<file path="src/verilog/dsc_cfg.svh">
// Address map, reset values and timing constants of the data set changeover selector.
`ifndef DSC_CFG_SVH
`define DSC_CFG_SVH

// Register byte addresses and parameter bank codes on the AXI4-Lite slave.
`define DSC_ADDR_SOURCE    8'h00
`define DSC_ADDR_THRESHOLD 8'h04
`define DSC_ADDR_STATUS    8'h08
`define DSC_SET_ONE_BANK   2'h1
`define DSC_SET_TWO_BANK   2'h2

// Reset values and threshold limits of the software settings.
`define DSC_SOURCE_RESET   3'h0
`define DSC_THRESH_RESET   16'h0258
`define DSC_THRESH_MAX     16'h7ffc
`define DSC_THRESH_MIN     16'h8004

// AXI response codes.
`define DSC_RESP_OKAY      2'h0
`define DSC_RESP_SLVERR    2'h2

// Control cycle period and clock period, both in ns.
`define DSC_CTRL_CYCLE_NS  1000
`define DSC_CLK_PERIOD_NS  20

`endif

</file>
<file path="src/verilog/dsc_pkg.sv">
// Types shared by the data set changeover selector modules.
package dsc_pkg;

    // Changeover source codes as seen by software.
    typedef enum logic [2:0] {
        SRC_OFF      = 3'h0,
        SRC_SPEED    = 3'h1,
        SRC_INPUT    = 3'h2,
        SRC_ROTATION = 3'h3,
        SRC_SERIAL   = 3'h4,
        SRC_CAN      = 3'h5,
        SRC_OPTION   = 3'h6,
        SRC_ABS      = 3'h7
    } select_src_e;

    typedef logic [15:0] param_word_t;

endpackage

</file>
<file path="src/verilog/level_sync.sv">
// Two flip-flop synchroniser for a level arriving from a pin.
module level_sync (
    input  wire logic ref_clk,
    input  wire logic nrst,
    input  wire logic async_in,
    output logic      sync_out
);

    logic first_reg;

    // The first stage feeds only the second, so metastability stays contained.
    always_ff @(posedge ref_clk or negedge nrst) begin
        if (!nrst) begin
            first_reg <= 1'b0;
            sync_out  <= 1'b0;
        end else begin
            first_reg <= async_in;
            sync_out  <= first_reg;
        end
    end

endmodule

</file>
<file path="src/verilog/cycle_divider.sv">
// Divider that produces the one-cycle control cycle enable.
module cycle_divider #(
    parameter int DIV = 50
) (
    input  wire logic ref_clk,
    input  wire logic nrst,
    output logic      cycle_en
);

    localparam int CW = (DIV > 1) ? $clog2(DIV) : 1;

    logic [CW-1:0] count_reg;
    wire           wrap = (count_reg == CW'(DIV - 1));

    // The pulse comes at the wrap so the first control cycle is DIV clocks after reset.
    always_ff @(posedge ref_clk or negedge nrst) begin
        if (!nrst) begin
            count_reg <= '0;
            cycle_en  <= 1'b0;
        end else begin
            count_reg <= wrap ? '0 : count_reg + 1'b1;
            cycle_en  <= wrap;
        end
    end

endmodule

</file>
<file path="src/verilog/data_set_changeover_selector.sv">
// Data set changeover selector with its AXI4-Lite register slave.
//
// Overview of operation
// RULE1: A source setting picks how the set is chosen; off keeps set one.
// RULE2: Source 1 gives set two while speed setpoint exceeds threshold, else set one.
// RULE3: Source 2 gives set two while the assigned digital input is high.
// RULE4: Source 3 gives set two on counter-clockwise rotation, set one clockwise.
// RULE5: Sources 4, 5, 6 follow serial, CAN or option slot control bit.
// RULE6: Source 7 gives set two when speed magnitude exceeds the threshold.
// RULE7: Threshold is signed rpm, limited to plus or minus 32764, reset 600.
// RULE8: The active set is readable and reads zero after reset.
// RULE9: Active set reads 0 for set one and 1 for set two.
// RULE10: Sets may change while running, control never stops.
// RULE11: All curve parameters of the selected set switch together.
// RULE12: Selection is evaluated each control cycle and applies the next cycle.
//
// Decided for this implementation: the register offsets and the AXI4-Lite interface to the registers.
`include "dsc_cfg.svh"

module data_set_changeover_selector
    import dsc_pkg::*;
#(
    parameter int PARAM_COUNT = 10,
    parameter int CYCLE_DIV   = `DSC_CTRL_CYCLE_NS / `DSC_CLK_PERIOD_NS
) (
    input  wire logic                          ref_clk,
    input  wire logic                          nrst,
    input  wire logic [7:0]                    s_axi_awaddr,
    input  wire logic [2:0]                    s_axi_awprot,
    input  wire logic                          s_axi_awvalid,
    output logic                               s_axi_awready,
    input  wire logic [31:0]                   s_axi_wdata,
    input  wire logic [3:0]                    s_axi_wstrb,
    input  wire logic                          s_axi_wvalid,
    output logic                               s_axi_wready,
    output logic [1:0]                         s_axi_bresp,
    output logic                               s_axi_bvalid,
    input  wire logic                          s_axi_bready,
    input  wire logic [7:0]                    s_axi_araddr,
    input  wire logic [2:0]                    s_axi_arprot,
    input  wire logic                          s_axi_arvalid,
    output logic                               s_axi_arready,
    output logic [31:0]                        s_axi_rdata,
    output logic [1:0]                         s_axi_rresp,
    output logic                               s_axi_rvalid,
    input  wire logic                          s_axi_rready,
    input  wire logic signed [15:0]            speed_setpoint,
    input  wire logic                          rotation_direction_source,
    input  wire logic                          assigned_digital_input,
    input  wire logic                          serial_link_source,
    input  wire logic                          can_link_source,
    input  wire logic                          option_slot_source,
    output logic                               active_set_indicator,
    output logic [PARAM_COUNT-1:0][15:0]       set_params,
    output logic                               ctrl_cycle
);

    ////////////////////////////////////////////////////////////////////////////
    // Helper functions.

    // Byte-lane merge of a 16-bit register with a write beat.
    function automatic param_word_t merge_lanes(input param_word_t old_v,
                                                input logic [31:0]  data,
                                                input logic [3:0]   strb);
        param_word_t r;
        r = old_v;
        if (strb[0]) begin
            r[7:0] = data[7:0];
        end
        if (strb[1]) begin
            r[15:8] = data[15:8];
        end
        return r;
    endfunction

    // Bank and item decode of a parameter address; item must be inside the set.
    function automatic logic param_hit(input logic [7:0] addr, input logic [1:0] bank);
        return (addr[7:6] == bank) && (32'(addr[5:2]) < PARAM_COUNT) && (addr[1:0] == 2'h0);
    endfunction

    // Signed comparison against the threshold, optionally on the magnitude.
    function automatic logic exceeds(input logic signed [15:0] speed,
                                     input logic signed [15:0] thr,
                                     input logic               use_abs);
        logic signed [16:0] s;
        s = {speed[15], speed};
        if (use_abs && s < 17'sd0) begin
            s = -s;
        end
        return s > $signed({thr[15], thr});
    endfunction

    ////////////////////////////////////////////////////////////////////////////
    // State.

    logic [2:0]          source_reg;
    logic signed [15:0]  threshold_reg;
    logic                active_set_reg;
    param_word_t         set_mem [0:2*PARAM_COUNT-1];
    logic                aw_hold_reg;
    logic [7:0]          awaddr_reg;
    logic                w_hold_reg;
    logic [31:0]         wdata_reg;
    logic [3:0]          wstrb_reg;
    logic                bvalid_reg;
    logic [1:0]          bresp_reg;
    logic                rvalid_reg;
    logic [31:0]         rdata_reg;
    logic [1:0]          rresp_reg;
    logic                input_sync;
    logic                cycle_en;

    // The digital input is a pin and crosses into the clock domain first.
    level_sync u_input_sync (
        .ref_clk  (ref_clk),
        .nrst     (nrst),
        .async_in (assigned_digital_input),
        .sync_out (input_sync)
    );

    // Control cycle enable; the set is only re-evaluated on this pulse.
    cycle_divider #(
        .DIV (CYCLE_DIV)
    ) u_cycle_divider (
        .ref_clk  (ref_clk),
        .nrst     (nrst),
        .cycle_en (cycle_en)
    );

    ////////////////////////////////////////////////////////////////////////////
    // AXI4-Lite write path.

    // Address and data are taken independently and held until both are present.
    wire aw_take  = s_axi_awvalid && s_axi_awready;
    wire w_take   = s_axi_wvalid && s_axi_wready;
    wire do_write = aw_hold_reg && w_hold_reg && !bvalid_reg;

    wire wr_source = (awaddr_reg == `DSC_ADDR_SOURCE);
    wire wr_thresh = (awaddr_reg == `DSC_ADDR_THRESHOLD);
    wire wr_status = (awaddr_reg == `DSC_ADDR_STATUS);
    wire wr_set1   = param_hit(awaddr_reg, `DSC_SET_ONE_BANK);
    wire wr_set2   = param_hit(awaddr_reg, `DSC_SET_TWO_BANK);
    wire wr_mapped = wr_source || wr_thresh || wr_status || wr_set1 || wr_set2;
    wire [4:0] wr_index = 5'(32'(awaddr_reg[5:2]) + (wr_set2 ? PARAM_COUNT : 0));

    // Threshold writes are clamped to the allowed range rather than refused.
    wire param_word_t thr_merged = merge_lanes(threshold_reg, wdata_reg, wstrb_reg);
    wire signed [15:0] thr_clamped =
        ($signed(thr_merged) > $signed(`DSC_THRESH_MAX)) ? `DSC_THRESH_MAX :
        ($signed(thr_merged) < $signed(`DSC_THRESH_MIN)) ? `DSC_THRESH_MIN : $signed(thr_merged);

    assign s_axi_awready = !aw_hold_reg && !bvalid_reg;
    assign s_axi_wready  = !w_hold_reg && !bvalid_reg;
    assign s_axi_bvalid  = bvalid_reg;
    assign s_axi_bresp   = bresp_reg;

    // Channel holding registers and the write response.
    always_ff @(posedge ref_clk or negedge nrst) begin
        if (!nrst) begin
            aw_hold_reg <= 1'b0;
            awaddr_reg  <= 8'h00;
            w_hold_reg  <= 1'b0;
            wdata_reg   <= 32'h0;
            wstrb_reg   <= 4'h0;
            bvalid_reg  <= 1'b0;
            bresp_reg   <= `DSC_RESP_OKAY;
        end else begin
            if (aw_take) begin
                aw_hold_reg <= 1'b1;
                awaddr_reg  <= s_axi_awaddr;
            end
            if (w_take) begin
                w_hold_reg <= 1'b1;
                wdata_reg  <= s_axi_wdata;
                wstrb_reg  <= s_axi_wstrb;
            end
            if (do_write) begin
                aw_hold_reg <= 1'b0;
                w_hold_reg  <= 1'b0;
                bvalid_reg  <= 1'b1;
                bresp_reg   <= wr_mapped ? `DSC_RESP_OKAY : `DSC_RESP_SLVERR;
            end else if (s_axi_bready) begin
                bvalid_reg <= 1'b0;
            end
        end
    end

    // Settings registers; the status word is read-only and ignores writes.
    always_ff @(posedge ref_clk or negedge nrst) begin
        if (!nrst) begin
            source_reg    <= `DSC_SOURCE_RESET; // RULE1
            threshold_reg <= `DSC_THRESH_RESET; // RULE7
        end else if (do_write) begin
            if (wr_source && wstrb_reg[0]) begin
                source_reg <= wdata_reg[2:0];
            end
            if (wr_thresh) begin
                threshold_reg <= thr_clamped; // RULE7
            end
        end
    end

    // Both curve sets live here so software can load set two while set one drives.
    always_ff @(posedge ref_clk or negedge nrst) begin
        if (!nrst) begin
            for (int i = 0; i < 2 * PARAM_COUNT; i++) begin
                set_mem[i] <= 16'h0000;
            end
        end else if (do_write && (wr_set1 || wr_set2)) begin
            set_mem[wr_index] <= merge_lanes(set_mem[wr_index], wdata_reg, wstrb_reg);
        end
    end

    ////////////////////////////////////////////////////////////////////////////
    // AXI4-Lite read path.

    wire ar_take   = s_axi_arvalid && s_axi_arready;
    wire rd_set1   = param_hit(s_axi_araddr, `DSC_SET_ONE_BANK);
    wire rd_set2   = param_hit(s_axi_araddr, `DSC_SET_TWO_BANK);
    wire [4:0] rd_index = 5'(32'(s_axi_araddr[5:2]) + (rd_set2 ? PARAM_COUNT : 0));
    wire rd_mapped = (s_axi_araddr == `DSC_ADDR_SOURCE) || (s_axi_araddr == `DSC_ADDR_THRESHOLD) ||
                     (s_axi_araddr == `DSC_ADDR_STATUS) || rd_set1 || rd_set2;
    wire [31:0] rd_value =
        (s_axi_araddr == `DSC_ADDR_SOURCE)    ? {29'h0, source_reg} :
        (s_axi_araddr == `DSC_ADDR_THRESHOLD) ? {{16{threshold_reg[15]}}, threshold_reg} :
        (s_axi_araddr == `DSC_ADDR_STATUS)    ? {31'h0, active_set_reg} : // RULE8
        (rd_set1 || rd_set2)                  ? {16'h0, set_mem[rd_index]} : 32'h0;

    assign s_axi_arready = !rvalid_reg;
    assign s_axi_rvalid  = rvalid_reg;
    assign s_axi_rdata   = rdata_reg;
    assign s_axi_rresp   = rresp_reg;

    // Read data is captured at the address handshake and held until taken.
    always_ff @(posedge ref_clk or negedge nrst) begin
        if (!nrst) begin
            rvalid_reg <= 1'b0;
            rdata_reg  <= 32'h0;
            rresp_reg  <= `DSC_RESP_OKAY;
        end else if (ar_take) begin
            rvalid_reg <= 1'b1;
            rdata_reg  <= rd_value;
            rresp_reg  <= rd_mapped ? `DSC_RESP_OKAY : `DSC_RESP_SLVERR;
        end else if (s_axi_rready) begin
            rvalid_reg <= 1'b0;
        end
    end

    ////////////////////////////////////////////////////////////////////////////
    // Set selection.

    logic want_set_two;

    // Decision for the current source; off and unknown codes both mean set one.
    always_comb begin
        case (select_src_e'(source_reg))
            SRC_OFF:      want_set_two = 1'b0; // RULE1
            SRC_SPEED:    want_set_two = exceeds(speed_setpoint, threshold_reg, 1'b0); // RULE2
            SRC_INPUT:    want_set_two = input_sync; // RULE3
            SRC_ROTATION: want_set_two = rotation_direction_source; // RULE4
            SRC_SERIAL:   want_set_two = serial_link_source; // RULE5
            SRC_CAN:      want_set_two = can_link_source; // RULE5
            SRC_OPTION:   want_set_two = option_slot_source; // RULE5
            SRC_ABS:      want_set_two = exceeds(speed_setpoint, threshold_reg, 1'b1); // RULE6
            default:      want_set_two = 1'b0;
        endcase
    end

    // The set changes only on a control cycle edge, never in mid cycle, and
    // the output stage keeps running throughout so control is never interrupted.
    always_ff @(posedge ref_clk or negedge nrst) begin
        if (!nrst) begin
            active_set_reg <= 1'b0; // RULE8
        end else if (cycle_en) begin
            active_set_reg <= want_set_two; // RULE12 RULE10
        end
    end

    assign active_set_indicator = active_set_reg; // RULE9
    assign ctrl_cycle           = cycle_en;

    // All items are taken from one bank in the same clock so no mixed set is seen.
    always_ff @(posedge ref_clk or negedge nrst) begin
        if (!nrst) begin
            set_params <= '0;
        end else begin
            for (int i = 0; i < PARAM_COUNT; i++) begin
                set_params[i] <= set_mem[active_set_reg ? i + PARAM_COUNT : i]; // RULE11
            end
        end
    end

    wire param_word_t first_item = set_mem[active_set_reg ? PARAM_COUNT : 0];
    wire param_word_t last_item  = set_mem[active_set_reg ? 2 * PARAM_COUNT - 1 : PARAM_COUNT - 1];
    wire              bus_bit    = (source_reg == SRC_SERIAL) ? serial_link_source :
                                   (source_reg == SRC_CAN)    ? can_link_source : option_slot_source;
endmodule

</file>
<file path="config.mk">
export PLATFORM = sky130hd
export DESIGN_NAME = data_set_changeover_selector
export DESIGN_NICKNAME = d
export VERILOG_FILES = /design/src/verilog/dsc_pkg.sv /design/src/verilog/level_sync.sv /design/src/verilog/cycle_divider.sv /design/src/verilog/data_set_changeover_selector.sv
export VERILOG_INCLUDE_DIRS = /design/src /design/src/verilog
export SDC_FILE = /design/constraint.sdc
export NUM_CORES = 1
export LEC_CHECK = 0
export ABC_AREA = 1
export BUFFER_PORTS_ARGS = -buffer_cell sky130_fd_sc_hd__buf_2
export CAP_MARGIN = 40
export CORE_ASPECT_RATIO = 0.9
export CORE_MARGIN = 4
export CORE_UTILIZATION = 26
export CTS_CLUSTER_DIAMETER = 80
export DETAILED_ROUTE_END_ITERATION = 10
export HOLD_SLACK_MARGIN = 0.1
export PLACE_DENSITY_LB_ADDON = 0.25
export SLEW_MARGIN = 0
export SYNTH_ARGS = -nofsm -noshare
export SYNTH_HDL_FRONTEND = slang
export SYNTH_HIERARCHICAL = 1
export SYNTH_SLANG_ARGS = --single-unit
export TNS_END_PERCENT = 5
</file>
<file path="constraint.sdc">
create_clock -name ref_clk -period 2.85 [get_ports ref_clk]
set_input_delay 0 -clock ref_clk [delete_from_list [all_inputs] [get_ports ref_clk]]
set_output_delay 0 -clock ref_clk [all_outputs]
set_load 0.02 [all_outputs]
</file>
==> results by group <==
Worst hold path
  – Hold Crit Class: input pin to flop
  – Start point of the worst hold path: s_axi_araddr[7]
  – Cell depth of the worst min-delay path: 9
  – Endpoint, Worst Hold: s_axi_rdata[7]$_DFFE_PN0P_

Timing
  – Setup repair after global routing missed its margin: yes
  – Final worst-path cycle share: 103%
  – Final setup fails: 317
  – Worst slew pin tran: roughly 0.95 ns
  – Number of endpoints with negative hold slack in the final report: 0
  – Setup TNS: -14.46 ns
  – Worst-case setup margin in the final layout: -0.0986 ns
  – Highest attainable clock frequency: 339 MHz
  – Worst hold margin: 0.132 ns
  – Max-slew headroom: 36.0%
  – Final-report max-slew violation count: 0
  – Setup clock skew after layout: 0.0245 ns
  – Final min period: 2.95 ns

Synth
  – Per-instance average area after synthesis: ~7.5 µm²
  – Yosys warns: 6
  – Top flip-flop cell by instance count after synthesis: sky130_fd_sc_hd__dfrtp_1
  – Register bit total from synthesis: 558
  – Post-synthesis cell type count: 43
  – Post-Syn Instances: just under 4000
  – Sequential share of the synthesized area: 47.9%
  – EDFF count, synth: 0
  – Share of flip-flops with an asynchronous set or reset after synthesis: 100%
  – Netlist area before placement: 0.0292 mm²

Power
  – Internal Dissipation: 20.0 mW
  – Flop pwr share: 29.7%
  – NetSw: 12.7 mW
  – Cell area power density: 851 mW/mm²
  – Switching part of the total: 38.8%
  – Combinational group share of total power: 41.8%
  – Peak ir drop on the vdd network: 0.417 mV
  – Clock group share of total power: 28.6%
  – Leakage dissipation: around 19 nW

Placed design
  – Last weighted congestion value of the routability-driven placer: 0.907
  – Worst-case setup slack after placement: -0.258 ns
  – Placed instance area: 0.0338 mm²
  – Sum of net half-perimeters after detailed placement: about 93000 µm
  – Count of buffers from port buffering: around 260

Die
  – Core Box Area: 0.111 mm²
  – Vert. Die Dim: 326 µm
  – Initial Util: 26.2%
  – Area enclosed by the die boundary: between 0.1 and 0.15 mm²
  – Number of placement rows: 116
  – IO Pins: slightly below 300
  – X dimension of the die: 361 µm

Setup path
  – Cell depth of the worst flop-to-flop path: 21
  – Worst R2R End: set_mem[89]$_DFFE_PN0P_
  – FF-to-FF setup slack: -0.1 ns
  – Type of element launching the critical path: flop
  – Worst Path Class, Setup: flop to flop
  – Critical path data required time: approximately 3.4 ns
  – RR Startpoint: awaddr_reg[0]$_DFFE_PN0P_
  – Critical path capture point type: flop
  – Biggest fanout along the worst timing path: 8
  – Data arrival time at the worst-slack endpoint: 3.50 ns

Global routing
  – Maximum number of pins on one net before global-route repair: 87
  – Global-route wire length before repair: between 150000 and 200000 µm
  – Total grt overflow: 0
  – Antenna violations before repair: 4
  – Vias in the first global route: roughly 28000
  – Overall global routing resource usage: a little over a fifth

Clocking
  – Number of buffers created by CTS: just under 70
  – Clk sinks: 558
  – Clock-pin slew on the worst setup and hold paths: approximately 0.060 ns
  – Clock tree from TritonCTS: done
  – Number of buffers between clock root and the deepest sink: 3
  – Clock latency on the worst-skew pair: 0.64 ns
  – CTS root buf: sky130_fd_sc_hd__clkbuf_16
  – CTS H-tree lvls: 3

Drt
  – Vias per std cell: 4.89
  – Detailed Routing Iterations Pass 1: 6
  – Number of violations reported at the end of detailed-routing iteration 0: slightly above 3000
  – Drt wl/cell: 22.2 µm
  – Final WL: 132000 µm
  – DRC violation count after routing: 0
  – Number of antenna-violating nets in the routed design: 0
  – Vias after detailed routing: 29015

Status
  – Violations in the final reports: negative setup slack
  – Status: finished, violations left

Finish
  – Layout overhead on the synthesized area: 31.4%
  – Top library cells by usage in the layout, fill and taps aside: sky130_fd_sc_hd__nand2_1, sky130_fd_sc_hd__dfrtp_1, sky130_fd_sc_hd__o21ai_0, sky130_fd_sc_hd__inv_1, sky130_fd_sc_hd__buf_2
  – Max reg flops: 320
  – Total Nets Final: 4539
  – Count of inserted antenna diode cells: 0
  – Utilization after layout: roughly a third
  – Register containing the most flip-flops in the final layout: set_mem
  – Area of all placed cells without fillers: 0.0383 mm²
  – Most common library cell in the layout ignoring fill and taps: sky130_fd_sc_hd__nand2_1
  – Proportion of layout cells with a drive suffix above 1: a little under 20%

Job
  – Maximum Capacitance Violations: 0
-- synthesized netlist by cell type (all sizes together) (2+ instances only) --
| library cell | instances | area [µm²] |
|---|---|---|
| buf | 156 | 975 |
| a31oi | 3 | 18.8 |
| a22oi | 38 | 285 |
| xnor2 | 9 | 78.8 |
| nand2 | 1613 | 6090 |
| ha | 42 | 526 |
| o22ai | 33 | 206 |
| inv | 297 | 1110 |
| dfstp | 4 | 105 |
| a22o | 2 | 17.5 |
| xor2 | 7 | 61.3 |
| o21ai | 267 | 1340 |
| dfrtp | 554 | 13900 |
| clkbuf | 87 | 330 |
| nor2 | 258 | 1150 |
| a21oi | 263 | 1320 |
| clkinv | 3 | 11.3 |
| nor4 | 6 | 50.0 |
| mux2 | 26 | 293 |
| a21o | 2 | 15.0 |
| o21a | 8 | 60.1 |
| o2111ai | 17 | 149 |
| or2 | 2 | 12.5 |
| nand3 | 168 | 841 |
| nand4 | 25 | 156 |
| nor3 | 11 | 55.1 |
| o31ai | 3 | 22.5 |
-- repair_timing --
action / CTS / global route
endpoints found under the setup margin: 306 / 342
gates resized for setup: 69 / 93
buffers inserted: 19 / 6
hold endpoints to repair: 520 / 0
gates cloned: 9 / 17
pin swaps: 13 / 34
hold buffers: 82 / 0
-- logic make-up after synthesis --
group	share of synthesized area, %
AO/OA/AOI/OAI	11.8
XOR/XNOR	0.481
adder cells (fa/ha/maj)	1.80
buffers and inverters	8.34
flip-flops	47.9
multiplexers	1.00
other	0.0129
AND/OR/NAND/NOR	28.7
-- worst max-delay path: stages (launching register included) --
cell and delay [ns]:
sky130_fd_sc_hd__dfrtp_1 0.39, sky130_fd_sc_hd__nor2_2 0.14, sky130_fd_sc_hd__inv_2 0.06, sky130_fd_sc_hd__nor4_4 0.24, sky130_fd_sc_hd__ha_1 0.31, sky130_fd_sc_hd__buf_6 0.16
sky130_fd_sc_hd__inv_4 0.07, sky130_fd_sc_hd__nand2_8 0.07, sky130_fd_sc_hd__inv_4 0.11, sky130_fd_sc_hd__buf_12 0.16, sky130_fd_sc_hd__buf_6 0.14, sky130_fd_sc_hd__nand2_1 0.06
sky130_fd_sc_hd__o21ai_0 0.07, sky130_fd_sc_hd__nor2_1 0.06, sky130_fd_sc_hd__nor2_1 0.17, sky130_fd_sc_hd__nor2_1 0.06, sky130_fd_sc_hd__nand3_1 0.09, sky130_fd_sc_hd__nand2_1 0.09
sky130_fd_sc_hd__nand2_4 0.12, sky130_fd_sc_hd__buf_6 0.15, sky130_fd_sc_hd__nand2_1 0.05, sky130_fd_sc_hd__nand2_1 0.07
-- how the worst max path moves through the flow --
stage | from | to | slack [ns]
CTS | awaddr_reg[3]$_DFFE_PN0P_ | set_mem[278]$_DFFE_PN0P_ | -0.06
global route | awaddr_reg[0]$_DFFE_PN0P_ | set_mem[85]$_DFFE_PN0P_ | -0.21
floorplan | awaddr_reg[1]$_DFFE_PN0P_ | set_mem[197]$_DFFE_PN0P_ | 0.23
detailed placement | awaddr_reg[1]$_DFFE_PN0P_ | set_mem[89]$_DFFE_PN0P_ | -0.26
global placement | awaddr_reg[1]$_DFFE_PN0P_ | set_mem[89]$_DFFE_PN0P_ | -0.26
finish | awaddr_reg[0]$_DFFE_PN0P_ | set_mem[89]$_DFFE_PN0P_ | -0.1
-- power by group through the flow --
stage          Clock, mW  Sequential, mW  Combinational, mW
6_report            9.32            9.67               13.6
5_1_grt             9.83            9.78               14.2
4_1_cts             9.56            9.66               12.2
3_5_place_dp           0            9.78               10.4
3_3_place_gp           0            9.77               10.4
2_1_floorplan          0            9.84               4.66
-- layer usage --
layer	GRT usage (%)	wire (µm)
met5	0	0
met4	7.71	5560
met3	3.80	9080
met2	35.1	62000
met1	28.4	55300
-- cell type report --
class                      instances  area (µm²)
fill                           11915       73000
sequential                       558       14000
multi-input combinational       2809       13200
timing repair buffer             674        5810
clock buffer                      93        1960
tap                             1475        1850
inverter                         300        1150
clock inverter                    27         382
-- metrics by stage --
stage | power (mW) | std cells
6_report | 32.6 | 5936
5_1_grt | 33.8 | 5936
3_5_place_dp | 20.2 | 5684
2_1_floorplan | 14.5 | 3910
4_1_cts | 31.4 | 5914
3_3_place_gp | 20.2 | 5684
No activity file was read; power rests on OpenSTA's default activity.
